**config.mk**
```make
export PLATFORM = sky130hd
export DESIGN_NAME = rbc_core
export DESIGN_NICKNAME = d
export VERILOG_FILES = /design/src/core/rbc_pkg.sv /design/src/core/rbc_core.sv
export SDC_FILE = /design/constraint.sdc
export NUM_CORES = 1
export LEC_CHECK = 0
export BUFFER_PORTS_ARGS = -buffer_cell sky130_fd_sc_hd__buf_2
export CAP_MARGIN = 30
export CORE_MARGIN = 1
export CORE_UTILIZATION = 59
export CTS_CLUSTER_SIZE = 24
export DETAILED_ROUTE_END_ITERATION = 10
export HOLD_SLACK_MARGIN = 0.08
export PLACE_DENSITY = 0.83
export SLEW_MARGIN = 20
export SYNTH_ARGS = -nofsm -noshare
export SYNTH_HDL_FRONTEND = slang
export SYNTH_SLANG_ARGS = --single-unit
```
**constraint.sdc**
```tcl
create_clock -name clk_i -period 7.3 [get_ports clk_i]
set_input_delay 0.73 -clock clk_i [delete_from_list [all_inputs] [get_ports clk_i]]
set_output_delay 0.73 -clock clk_i [all_outputs]
set_load 0.005 [all_outputs]
```
**src/core/rbc_pkg.sv**
```systemverilog
// Constants, register layout and state types of the receiver bit check core
// ****************************************************************
// Summary of operation
// ****************************************************************
// Summary of operation
// - Bits to verify selectable as 0, 3, 6 or 9, giving 0..18 interval checks.
// - Every bit counts as two consecutive edge-to-edge interval checks.
// - Edge with interval inside the window passes the check and verifying continues.
// - Edge below lower limit, or counter reaching upper limit, aborts to sleep.
// - Lower window is lower value ticks; upper is upper value minus one ticks.
// - Lower and upper window limits are separate 5-bit fields of the limit word.
// - Unprogrammed window limits default to 14 lower and 24 upper.
// - Interval counter advances per extended tick; demodulator ignored during startup.
// - All bits passed enters receive mode and drives processed data onto data pin.
// - Receive mode lasts until explicitly commanded back to polling.
// - Demodulator sampled on extended tick, so data edges fall on tick boundaries.
// - After each output edge that follows the demodulator, level frozen for in-window or out-of-window hold time; the forced release sets no hold.
// - Data output low time capped even while the demodulator stays low.
// - Off command is a transfer with first bit one and a single sync pulse.
// - Completing the off command starts the programmed sleep interval.
// - Low pulse on enable pin starts the sleep interval after its rising edge.
// - Device stays asleep while the enable pin is held low.
// - First falling edge on the data pin in receive mode serves as wake-up.
// - Extended tick period depends on the baud band in the operating word.
// - Baud band codes 00..11 select scale factor 8, 4, 2, 1; 00 default.
// - Sleep lasts sleep field times extension factor times 1024 base ticks, except sleep field 31, which never ends.
// - Programming word with first bit one acts as off command, second bit ignored.
package rbc_pkg;

    // ****************************************************************
    // Timing
    // ****************************************************************
    localparam int CLK_PERIOD_PS = 5000;
    localparam int T_CLK_PS = 2038300;
    localparam int BASE_TICK_CYCLES = T_CLK_PS / CLK_PERIOD_PS;
    localparam int SLEEP_UNIT_SHIFT = 10;
    localparam int SLEEP_EXT_SHIFT = 3;

    // ****************************************************************
    // Register map (byte addresses)
    // ****************************************************************
    localparam logic [3:0] ADDR_OPCFG = 4'h0;
    localparam logic [3:0] ADDR_LIMIT = 4'h4;
    localparam logic [3:0] ADDR_STATUS = 4'h8;

    // Operating configuration word fields
    localparam int OP_BAUD_LSB = 0;
    localparam int OP_NBITS_LSB = 2;
    localparam int OP_SLEEP_LSB = 4;
    localparam int OP_XSTD_BIT = 9;
    localparam int OP_XTEMP_BIT = 10;
    localparam int OP_POUT_BIT = 11;
    localparam logic [1:0] BAUD_RST = 2'h0;
    localparam logic [1:0] NBITS_RST = 2'h2;
    localparam logic [4:0] SLEEP_RST = 5'h0B;
    localparam logic [4:0] SLEEP_PERMANENT = 5'h1F;

    // Limit word fields
    localparam int LIM_MIN_LSB = 0;
    localparam int LIM_MAX_LSB = 8;
    localparam logic [4:0] LIM_MIN_RST = 5'h0E;
    localparam logic [4:0] LIM_MAX_RST = 5'h18;

    // Status word fields
    localparam int ST_MODE_LSB = 0;
    localparam int ST_DATA_BIT = 4;
    localparam int ST_OFF_LSB = 5;
    localparam int ST_PASS_LSB = 8;

    // ****************************************************************
    // Types
    // ****************************************************************
    typedef enum logic [1:0] {
        MODE_SLEEP = 2'b00,
        MODE_STARTUP = 2'b01,
        MODE_CHECK = 2'b10,
        MODE_RECEIVE = 2'b11
    } rbc_mode_t;

    typedef enum logic [1:0] {
        OFF_IDLE = 2'b00,
        OFF_LOW = 2'b01,
        OFF_GAP = 2'b10,
        OFF_SYNC = 2'b11
    } rbc_off_t;

endpackage : rbc_pkg

```
**src/core/rbc_core.sv**
```systemverilog
// Bit check, data gate and polling control of the receiver digital core
//
// The register addresses and the Avalon-MM register port are this design's own decisions.
`timescale 1ns/1ps
`default_nettype none
module rbc_core #(
    parameter int BASE_CYCLES = rbc_pkg::BASE_TICK_CYCLES,
    parameter int STARTUP_TICKS = 16,
    parameter int HOLD_IN_TICKS = 6,
    parameter int HOLD_OUT_TICKS = 8,
    parameter int LOW_MAX_TICKS = 60,
    parameter int OFF_LOW_TICKS = 100,
    parameter int SYNC_TICKS = 10,
    parameter int GAP_MAX_TICKS = 200
) (
    input wire logic clk_i,
    input wire logic rst_i,
    // Avalon-MM slave
    input wire logic [3:0] avs_address_i,
    input wire logic avs_read_i,
    input wire logic avs_write_i,
    input wire logic [31:0] avs_writedata_i,
    output logic [31:0] avs_readdata_o,
    output logic avs_waitrequest_o,
    // Demodulator and host pins
    input wire logic dem_i,
    input wire logic enable_i,
    input wire logic data_i,
    output logic data_o,
    output logic data_oe_n_o,
    output logic pout_o,
    output rbc_pkg::rbc_mode_t mode_o
);
    import rbc_pkg::*;

    // ****************************************************************
    // State
    // ****************************************************************
    typedef struct packed {
        logic ack;
        logic [31:0] rdata;
        logic [1:0] baud;
        logic [1:0] nbits;
        logic [4:0] sleep;
        logic xstd;
        logic xtemp;
        logic pout;
        logic [4:0] lim_min;
        logic [4:0] lim_max;
        logic [8:0] base_cnt;
        logic [2:0] x_cnt;
        rbc_mode_t mode;
        logic [17:0] sleep_cnt;
        logic [7:0] start_cnt;
        logic [5:0] cv;
        logic [4:0] passes;
        logic dem_sync;
        logic out;
        logic [5:0] hold;
        logic [7:0] low_cnt;
        logic low_block;
        rbc_off_t off;
        logic [7:0] off_cnt;
    } rbc_state_t;

    rbc_state_t state_reg;
    rbc_state_t state_next;

    logic base_tick;
    logic x_tick;
    logic [2:0] scale_m1;
    logic [4:0] need;
    logic [17:0] sleep_load;
    logic drive_low;
    logic line_low;
    logic edge_seen;
    logic in_window;
    logic sel_opcfg;
    logic sel_limit;
    logic sel_status;
    logic [31:0] opcfg_word;
    logic [31:0] limit_word;
    logic [31:0] status_word;

    // ****************************************************************
    // Derived terms
    // ****************************************************************
    always_comb begin
        base_tick = (state_reg.base_cnt == 9'(BASE_CYCLES - 1));
        unique case (state_reg.baud)
            2'b00: scale_m1 = 3'h7;
            2'b01: scale_m1 = 3'h3;
            2'b10: scale_m1 = 3'h1;
            2'b11: scale_m1 = 3'h0;
        endcase
        x_tick = base_tick && (state_reg.x_cnt == scale_m1);
        unique case (state_reg.nbits)
            2'b00: need = 5'h00;
            2'b01: need = 5'h06;
            2'b10: need = 5'h0C;
            2'b11: need = 5'h12;
        endcase
        // Sleep field scaled by 1024 base ticks, times eight when extended
        sleep_load = 18'({state_reg.sleep, 10'h000});
        if (state_reg.xstd || state_reg.xtemp) begin
            sleep_load = 18'({state_reg.sleep, 13'h0000});
        end
        // Only low is driven; high is left to the pull-up so the host can override
        drive_low = (state_reg.mode == MODE_RECEIVE) && !state_reg.out
            && (state_reg.off == OFF_IDLE);
        line_low = !data_i && !drive_low;
        edge_seen = (dem_i != state_reg.dem_sync);
        // Upper window is one tick short of the limit value itself
        in_window = (state_reg.cv >= {1'b0, state_reg.lim_min})
            && (state_reg.cv < {1'b0, state_reg.lim_max});
        sel_opcfg = (avs_address_i == ADDR_OPCFG);
        sel_limit = (avs_address_i == ADDR_LIMIT);
        sel_status = (avs_address_i == ADDR_STATUS);
        opcfg_word = '0;
        opcfg_word[OP_BAUD_LSB +: 2] = state_reg.baud;
        opcfg_word[OP_NBITS_LSB +: 2] = state_reg.nbits;
        opcfg_word[OP_SLEEP_LSB +: 5] = state_reg.sleep;
        opcfg_word[OP_XSTD_BIT] = state_reg.xstd;
        opcfg_word[OP_XTEMP_BIT] = state_reg.xtemp;
        opcfg_word[OP_POUT_BIT] = state_reg.pout;
        limit_word = '0;
        limit_word[LIM_MIN_LSB +: 5] = state_reg.lim_min;
        limit_word[LIM_MAX_LSB +: 5] = state_reg.lim_max;
        status_word = '0;
        status_word[ST_MODE_LSB +: 2] = state_reg.mode;
        status_word[ST_DATA_BIT] = state_reg.out;
        status_word[ST_OFF_LSB +: 2] = state_reg.off;
        status_word[ST_PASS_LSB +: 5] = state_reg.passes;
    end

    // ****************************************************************
    // Next state
    // ****************************************************************
    always_comb begin
        state_next = state_reg;

        // Bus: one wait cycle, then the access completes
        state_next.ack = (avs_read_i || avs_write_i) && !state_reg.ack;
        if (avs_read_i && !state_reg.ack) begin
            state_next.rdata = '0;
            if (sel_opcfg) begin
                state_next.rdata = opcfg_word;
            end else if (sel_limit) begin
                state_next.rdata = limit_word;
            end else if (sel_status) begin
                state_next.rdata = status_word;
            end
        end

        // Tick dividers
        state_next.base_cnt = base_tick ? 9'h000 : state_reg.base_cnt + 9'h001;
        if (base_tick) begin
            state_next.x_cnt = x_tick ? 3'h0 : state_reg.x_cnt + 3'h1;
        end

        unique case (state_reg.mode)
            MODE_SLEEP: begin
                if (base_tick && (state_reg.sleep != SLEEP_PERMANENT)) begin
                    if (state_reg.sleep_cnt == 18'h00000) begin
                        state_next.mode = MODE_STARTUP;
                        state_next.start_cnt = 8'h00;
                    end else begin
                        state_next.sleep_cnt = state_reg.sleep_cnt - 18'h00001;
                    end
                end
            end
            MODE_STARTUP: begin
                // Demodulator is unsettled here and deliberately not looked at
                if (base_tick) begin
                    state_next.start_cnt = state_reg.start_cnt + 8'h01;
                    if (state_reg.start_cnt == 8'(STARTUP_TICKS - 1)) begin
                        state_next.cv = 6'h00;
                        state_next.passes = 5'h00;
                        state_next.dem_sync = dem_i;
                        state_next.mode = (need == 5'h00) ? MODE_RECEIVE : MODE_CHECK;
                        state_next.out = 1'b1;
                        state_next.hold = 6'h00;
                        state_next.low_cnt = 8'h00;
                        state_next.low_block = 1'b0;
                        state_next.off = OFF_IDLE;
                    end
                end
            end
            MODE_CHECK: begin
                if (x_tick) begin
                    state_next.dem_sync = dem_i;
                    if (edge_seen) begin
                        if (state_reg.cv < {1'b0, state_reg.lim_min}) begin
                            state_next.mode = MODE_SLEEP;
                            state_next.sleep_cnt = sleep_load;
                            state_next.passes = 5'h00;
                            state_next.xtemp = 1'b0;
                        end else begin
                            state_next.passes = state_reg.passes + 5'h01;
                            state_next.cv = 6'h00;
                            if (state_reg.passes + 5'h01 == need) begin
                                state_next.mode = MODE_RECEIVE;
                            end
                        end
                    end else if (state_reg.cv + 6'h01 >= {1'b0, state_reg.lim_max}) begin
                        state_next.mode = MODE_SLEEP;
                        state_next.sleep_cnt = sleep_load;
                        state_next.passes = 5'h00;
                        state_next.xtemp = 1'b0;
                    end else begin
                        state_next.cv = state_reg.cv + 6'h01;
                    end
                end
            end
            MODE_RECEIVE: begin
                // Only the off command or enable low leaves; the data stream never does
                if (x_tick) begin
                    state_next.dem_sync = dem_i;
                    if (state_reg.cv != 6'h3F) begin
                        state_next.cv = state_reg.cv + 6'h01;
                    end
                    if (state_reg.hold != 6'h00) begin
                        state_next.hold = state_reg.hold - 6'h01;
                    end
                    if (dem_i) begin
                        state_next.low_block = 1'b0;
                    end
                    if (!state_reg.out) begin
                        state_next.low_cnt = state_reg.low_cnt + 8'h01;
                    end
                    if (!state_reg.out && (state_reg.low_cnt == 8'(LOW_MAX_TICKS - 1))) begin
                        // Forced release keeps the line free for the host
                        state_next.out = 1'b1;
                        state_next.low_block = 1'b1;
                        state_next.low_cnt = 8'h00;
                        state_next.cv = 6'h00;
                    end else if ((state_reg.hold == 6'h00) && (dem_i != state_reg.out)
                        && !(state_reg.low_block && !dem_i)) begin
                        state_next.out = dem_i;
                        state_next.low_cnt = 8'h00;
                        state_next.cv = 6'h00;
                        state_next.hold = in_window ? 6'(HOLD_IN_TICKS) : 6'(HOLD_OUT_TICKS);
                    end
                end
                // Off command on the data line, measured in base ticks
                if (base_tick) begin
                    unique case (state_reg.off)
                        OFF_IDLE: begin
                            if (line_low) begin
                                state_next.off = OFF_LOW;
                                state_next.off_cnt = 8'h00;
                            end
                        end
                        OFF_LOW: begin
                            if (line_low) begin
                                if (state_reg.off_cnt != 8'hFF) begin
                                    state_next.off_cnt = state_reg.off_cnt + 8'h01;
                                end
                            end else if (state_reg.off_cnt >= 8'(OFF_LOW_TICKS - 1)) begin
                                state_next.off = OFF_GAP;
                                state_next.off_cnt = 8'h00;
                            end else begin
                                state_next.off = OFF_IDLE;
                            end
                        end
                        OFF_GAP: begin
                            // First bit one means one sync pulse and nothing after
                            if (line_low) begin
                                state_next.off = OFF_SYNC;
                                state_next.off_cnt = 8'h00;
                            end else if (state_reg.off_cnt == 8'(GAP_MAX_TICKS - 1)) begin
                                state_next.off = OFF_IDLE;
                            end else begin
                                state_next.off_cnt = state_reg.off_cnt + 8'h01;
                            end
                        end
                        OFF_SYNC: begin
                            if (line_low) begin
                                if (state_reg.off_cnt != 8'hFF) begin
                                    state_next.off_cnt = state_reg.off_cnt + 8'h01;
                                end
                            end else if (state_reg.off_cnt >= 8'(SYNC_TICKS - 1)) begin
                                state_next.off = OFF_IDLE;
                                state_next.mode = MODE_SLEEP;
                                state_next.sleep_cnt = sleep_load;
                                state_next.out = 1'b1;
                            end else begin
                                state_next.off = OFF_IDLE;
                            end
                        end
                    endcase
                end
            end
        endcase

        // Enable low holds sleep with the counter preloaded; release starts it
        if (!enable_i) begin
            state_next.mode = MODE_SLEEP;
            state_next.sleep_cnt = sleep_load;
            state_next.off = OFF_IDLE;
            state_next.out = 1'b1;
            state_next.passes = 5'h00;
        end

        // Register writes complete on the edge where waitrequest is low
        if (avs_write_i && state_reg.ack) begin
            if (sel_opcfg) begin
                state_next.baud = avs_writedata_i[OP_BAUD_LSB +: 2];
                state_next.nbits = avs_writedata_i[OP_NBITS_LSB +: 2];
                state_next.sleep = avs_writedata_i[OP_SLEEP_LSB +: 5];
                state_next.xstd = avs_writedata_i[OP_XSTD_BIT];
                state_next.xtemp = avs_writedata_i[OP_XTEMP_BIT];
                state_next.pout = avs_writedata_i[OP_POUT_BIT];
            end else if (sel_limit) begin
                state_next.lim_min = avs_writedata_i[LIM_MIN_LSB +: 5];
                state_next.lim_max = avs_writedata_i[LIM_MAX_LSB +: 5];
            end
        end
    end

    // ****************************************************************
    // Registers
    // ****************************************************************
    always_ff @(posedge clk_i or posedge rst_i) begin
        if (rst_i) begin
            state_reg <= '0;
            state_reg.baud <= BAUD_RST;
            state_reg.nbits <= NBITS_RST;
            state_reg.sleep <= SLEEP_RST;
            state_reg.lim_min <= LIM_MIN_RST;
            state_reg.lim_max <= LIM_MAX_RST;
            state_reg.mode <= MODE_SLEEP;
            state_reg.off <= OFF_IDLE;
            state_reg.out <= 1'b1;
        end else begin
            state_reg <= state_next;
        end
    end

    // ****************************************************************
    // Outputs
    // ****************************************************************
    assign avs_waitrequest_o = (avs_read_i || avs_write_i) && !state_reg.ack;
    assign avs_readdata_o = state_reg.rdata;
    assign data_o = 1'b0;
    assign data_oe_n_o = !drive_low;
    assign pout_o = state_reg.pout;
    assign mode_o = state_reg.mode;

endmodule : rbc_core
`default_nettype wire

```
==> impl_results.md <==
- CP required: 7.64 ns
- First-pass GRT wire length: 29400 um
- Commonest non-fill, non-tap cells in the layout: dfrtp_1 (104), nand2_1 (88), o21ai_0 (67)
- CTS H-tree depth: 4
- WL met3: 1180 um
- Cts hold-fix bufs: 0
- ANT nets after route: 0
- Post-synth EDFFs: 0
- Cell area power density: approximately 240 mW/mm^2
- Clk sinks: ~110
- Endpoints failing setup: 0
- Arrival time worst endpoint: between 3 and 4 ns
- IO Count: 81
- Hold Path Class: in2async
- Vias in the first global route: just over 6000
- Fin crit period: 3.28 ns
- Initial antenna violation count: 0
- Sequential-to-total area share from yosys stat: 39.0%
- Syn Inst Count: about 800
- Setup ws final: 4.02 ns
- Syn avg cell area: 8.95 um^2
- CP max stage cell: nor2_2
- Commonest non-fill, non-tap cell in the layout: dfrtp_1
- Clock transition at the registers of the reported paths: 0.05 ns
- Initial Util: 60.9%
- Clock buffer depth: 2
- Synthesis-stage register bit count: 114
- Max_cap viols: 0
- Slew @ Worst Pin: 0.840 ns
- PortBufs: 41
- Number of remaining DRC errors: 0
- Synth unique cells: 86
- Final Max Tran Viols: 0
- Height of the die: 114 um
- Leak Pwr: 3.64 nW
- Post-route cell area: about 0.0080 mm^2
- Outcome: finished, final reports clean
- Crit-path cells: inv_1, ha_1, nand4b_1, nor2_2, o21ai_0, nor3b_2, nand2b_1, o22ai_1
- Fill cell count: between 900 and 1000
- Final Cycle Share: ~45%
- Primary FF master, synth: dfrtp_1
- Met1 WL: 7490 um
- Largest register FFs: 77
- Die area: between 0.01 and 0.015 mm^2
- DP Worst Slack: 4.16 ns
- Postcts setup bufs: 0
- Startpoint Class: flip-flop
- GRT Util Overall: about 29%
- Largest net degree at the start of global routing: 63
- Crit end category: flip-flop
- Cell area after synthesis: between 0.007 and 0.008 mm^2
- Max Clock Skew: roughly 0.0092 ns
- Final TNS setup: 0 ns
- Worst skew pair latency: 0.42 ns
- Synth-to-layout area growth: 9.23%
- Number of buffers created by CTS: 17
- Rows: 40
- DRT iter0 DRCs: slightly above 600
- Via density per instance: 6.26
- Slew margin rel.: a little over two fifths
- CTS tree: built
- Peak VDD IR: 0.147 mV
- Remaining Overflow, GRT: 0
- Nets@finish: between 900 and 1000
- Die X: 114 um
- Hold Vio Cnt, Final: 0
- RSZ-0062 raised after global routing: false
- Area of the multi-input gates: 0.00402 mm^2
- Setup CP Type: reg2reg
- Top layer in use: met4
- Post_cts resized: 0
- DRT Pass-1 Iters: 5
- DR vias: 6399
- CTS Root Cell: clkbuf_16
- Final Wtd Congestion: ~0.86
- Fmax: 0.305 GHz
- Slowest stage delay, CP: 0.69 ns
- Share of layout cells above drive strength 1: 13.7%
- Fraction of registers with async set/reset: 100%
- Antenna diodes: 0
- Placeable core area: 0.0121 mm^2
- Post-DR wirelength/cell: 17.1 um
- DP Area: 0.00749 mm^2
- Reg area: 0.00287 mm^2
- Post-Route WL: 17500 um
- CP max FO: 18
- Detail Placement HPWL: roughly 12000 um
- Ys Warns: 0
- Wire length on met2: roughly 8500 um
- Final core occ: 66.6%
==> power breakdown <==
group          leakage, nW  internal, mW  switching (mW)
Combinational         1.94         0.170           0.254
Clock                0.251         0.444           0.276
Sequential            1.45         0.704          0.0698
Total                 3.64          1.32           0.600
==> logic make-up after synthesis <==
logic type / count (synthesis) / synth area share (%)
simple gates: 304 / 22.0
buf+inv: 105 / 7.27
flops: 114 / 39.0
mux: 20 / 3.00
compound gates: 224 / 20.7
xor+xnor: 21 / 2.50
other cells: 1 / 0.0510
fa+ha+maj: 32 / 5.45
==> worst max-delay path, delay by kind of cell (launching register included) <==
| kind | cells | cell delay (ns) |
|---|---|---|
| simple gates | 4 | 1.78 |
| compound gates | 2 | 0.76 |
| flops | 1 | 0.42 |
| fa+ha+maj | 1 | 0.16 |
| buf+inv | 1 | 0.09 |
==> worst paths after layout <==
path | from | end | slack (ns) | depth (start not counted)
worst min-delay path | rst_i | state_reg[13]$_DFFE_PP0P_ | 0.44 | 2
worst max register to register | state_reg[69]$_DFF_PP0_ | state_reg[18]$_DFFE_PP0P_ | 4.02 | 8
max in group asynchronous | rst_i | state_reg[3]$_DFFE_PP0P_ | 5.67 | 3
min in group clk_i | avs_readdata_o[2]$_DFFE_PP0P_ | avs_readdata_o[2]$_DFFE_PP0P_ | 0.48 | 2
worst max-delay path | state_reg[69]$_DFF_PP0_ | state_reg[18]$_DFFE_PP0P_ | 4.02 | 8
worst min register to register | avs_readdata_o[2]$_DFFE_PP0P_ | avs_readdata_o[2]$_DFFE_PP0P_ | 0.48 | 2
==> per-layer routing <==
layer | GRT usage [%] | vias up
li1 | - | 2984
met1 | 36.6 | 3115
met2 | 47.3 | 268
met3 | 6.64 | 32
met4 | 12.2 | 0
met5 | 0 | -
==> Yosys cell counts (5+ instances only) <==
cell      instances  share of area (%)
o21ai_0          67                4.6
a21o_1            5               0.51
nor3b_1           7               0.71
a211oi_1          5               0.51
o22ai_1          14                1.2
nor2_1           49                2.5
and2_1           13                1.1
dfrtp_1         104                 35
nand3_1          29                2.0
nand2b_1         14                1.2
a31oi_1          15                1.3
buf_4            36                3.7
inv_1            42                2.1
nor3_1           15                1.0
a22oi_1           5               0.51
xor2_1           10                1.2
nand2_1          88                4.5
nand3b_1          5               0.51
dfstp_2          10                3.6
nor4b_1           5               0.60
mux2_2           16                2.5
o21a_1            8               0.82
ha_1             32                5.4
clkbuf_1         22                1.1
nand4_1          11               0.94
a211o_1           6               0.71
nor2b_1          12                1.0
or3_1            10               0.85
o221ai_1          6               0.71
a21oi_1          34                2.3
and3_1           19                1.6
xnor2_1          11                1.3
==> final cells by class <==
class	instances	share of cell area [%]
multi-input cells	621	50.1
repair buffers	46	3.27
flip-flops and latches	114	35.7
clock buffers	25	5.92
clock inverters	6	0.405
well taps	168	2.62
inverters	42	1.99
==> metrics by stage <==
stage / power, mW / instances / hold slack, ns
5_1_grt: 2.01 / 1022 / 0.502
2_1_floorplan: 1.08 / 840 / 0.450
6_report: 1.92 / 1022 / 0.440
4_1_cts: 1.90 / 1021 / 0.474
3_5_place_dp: 1.18 / 990 / 0.463
3_3_place_gp: 1.16 / 990 / 0.455
Power figures use the tool's default switching activity.
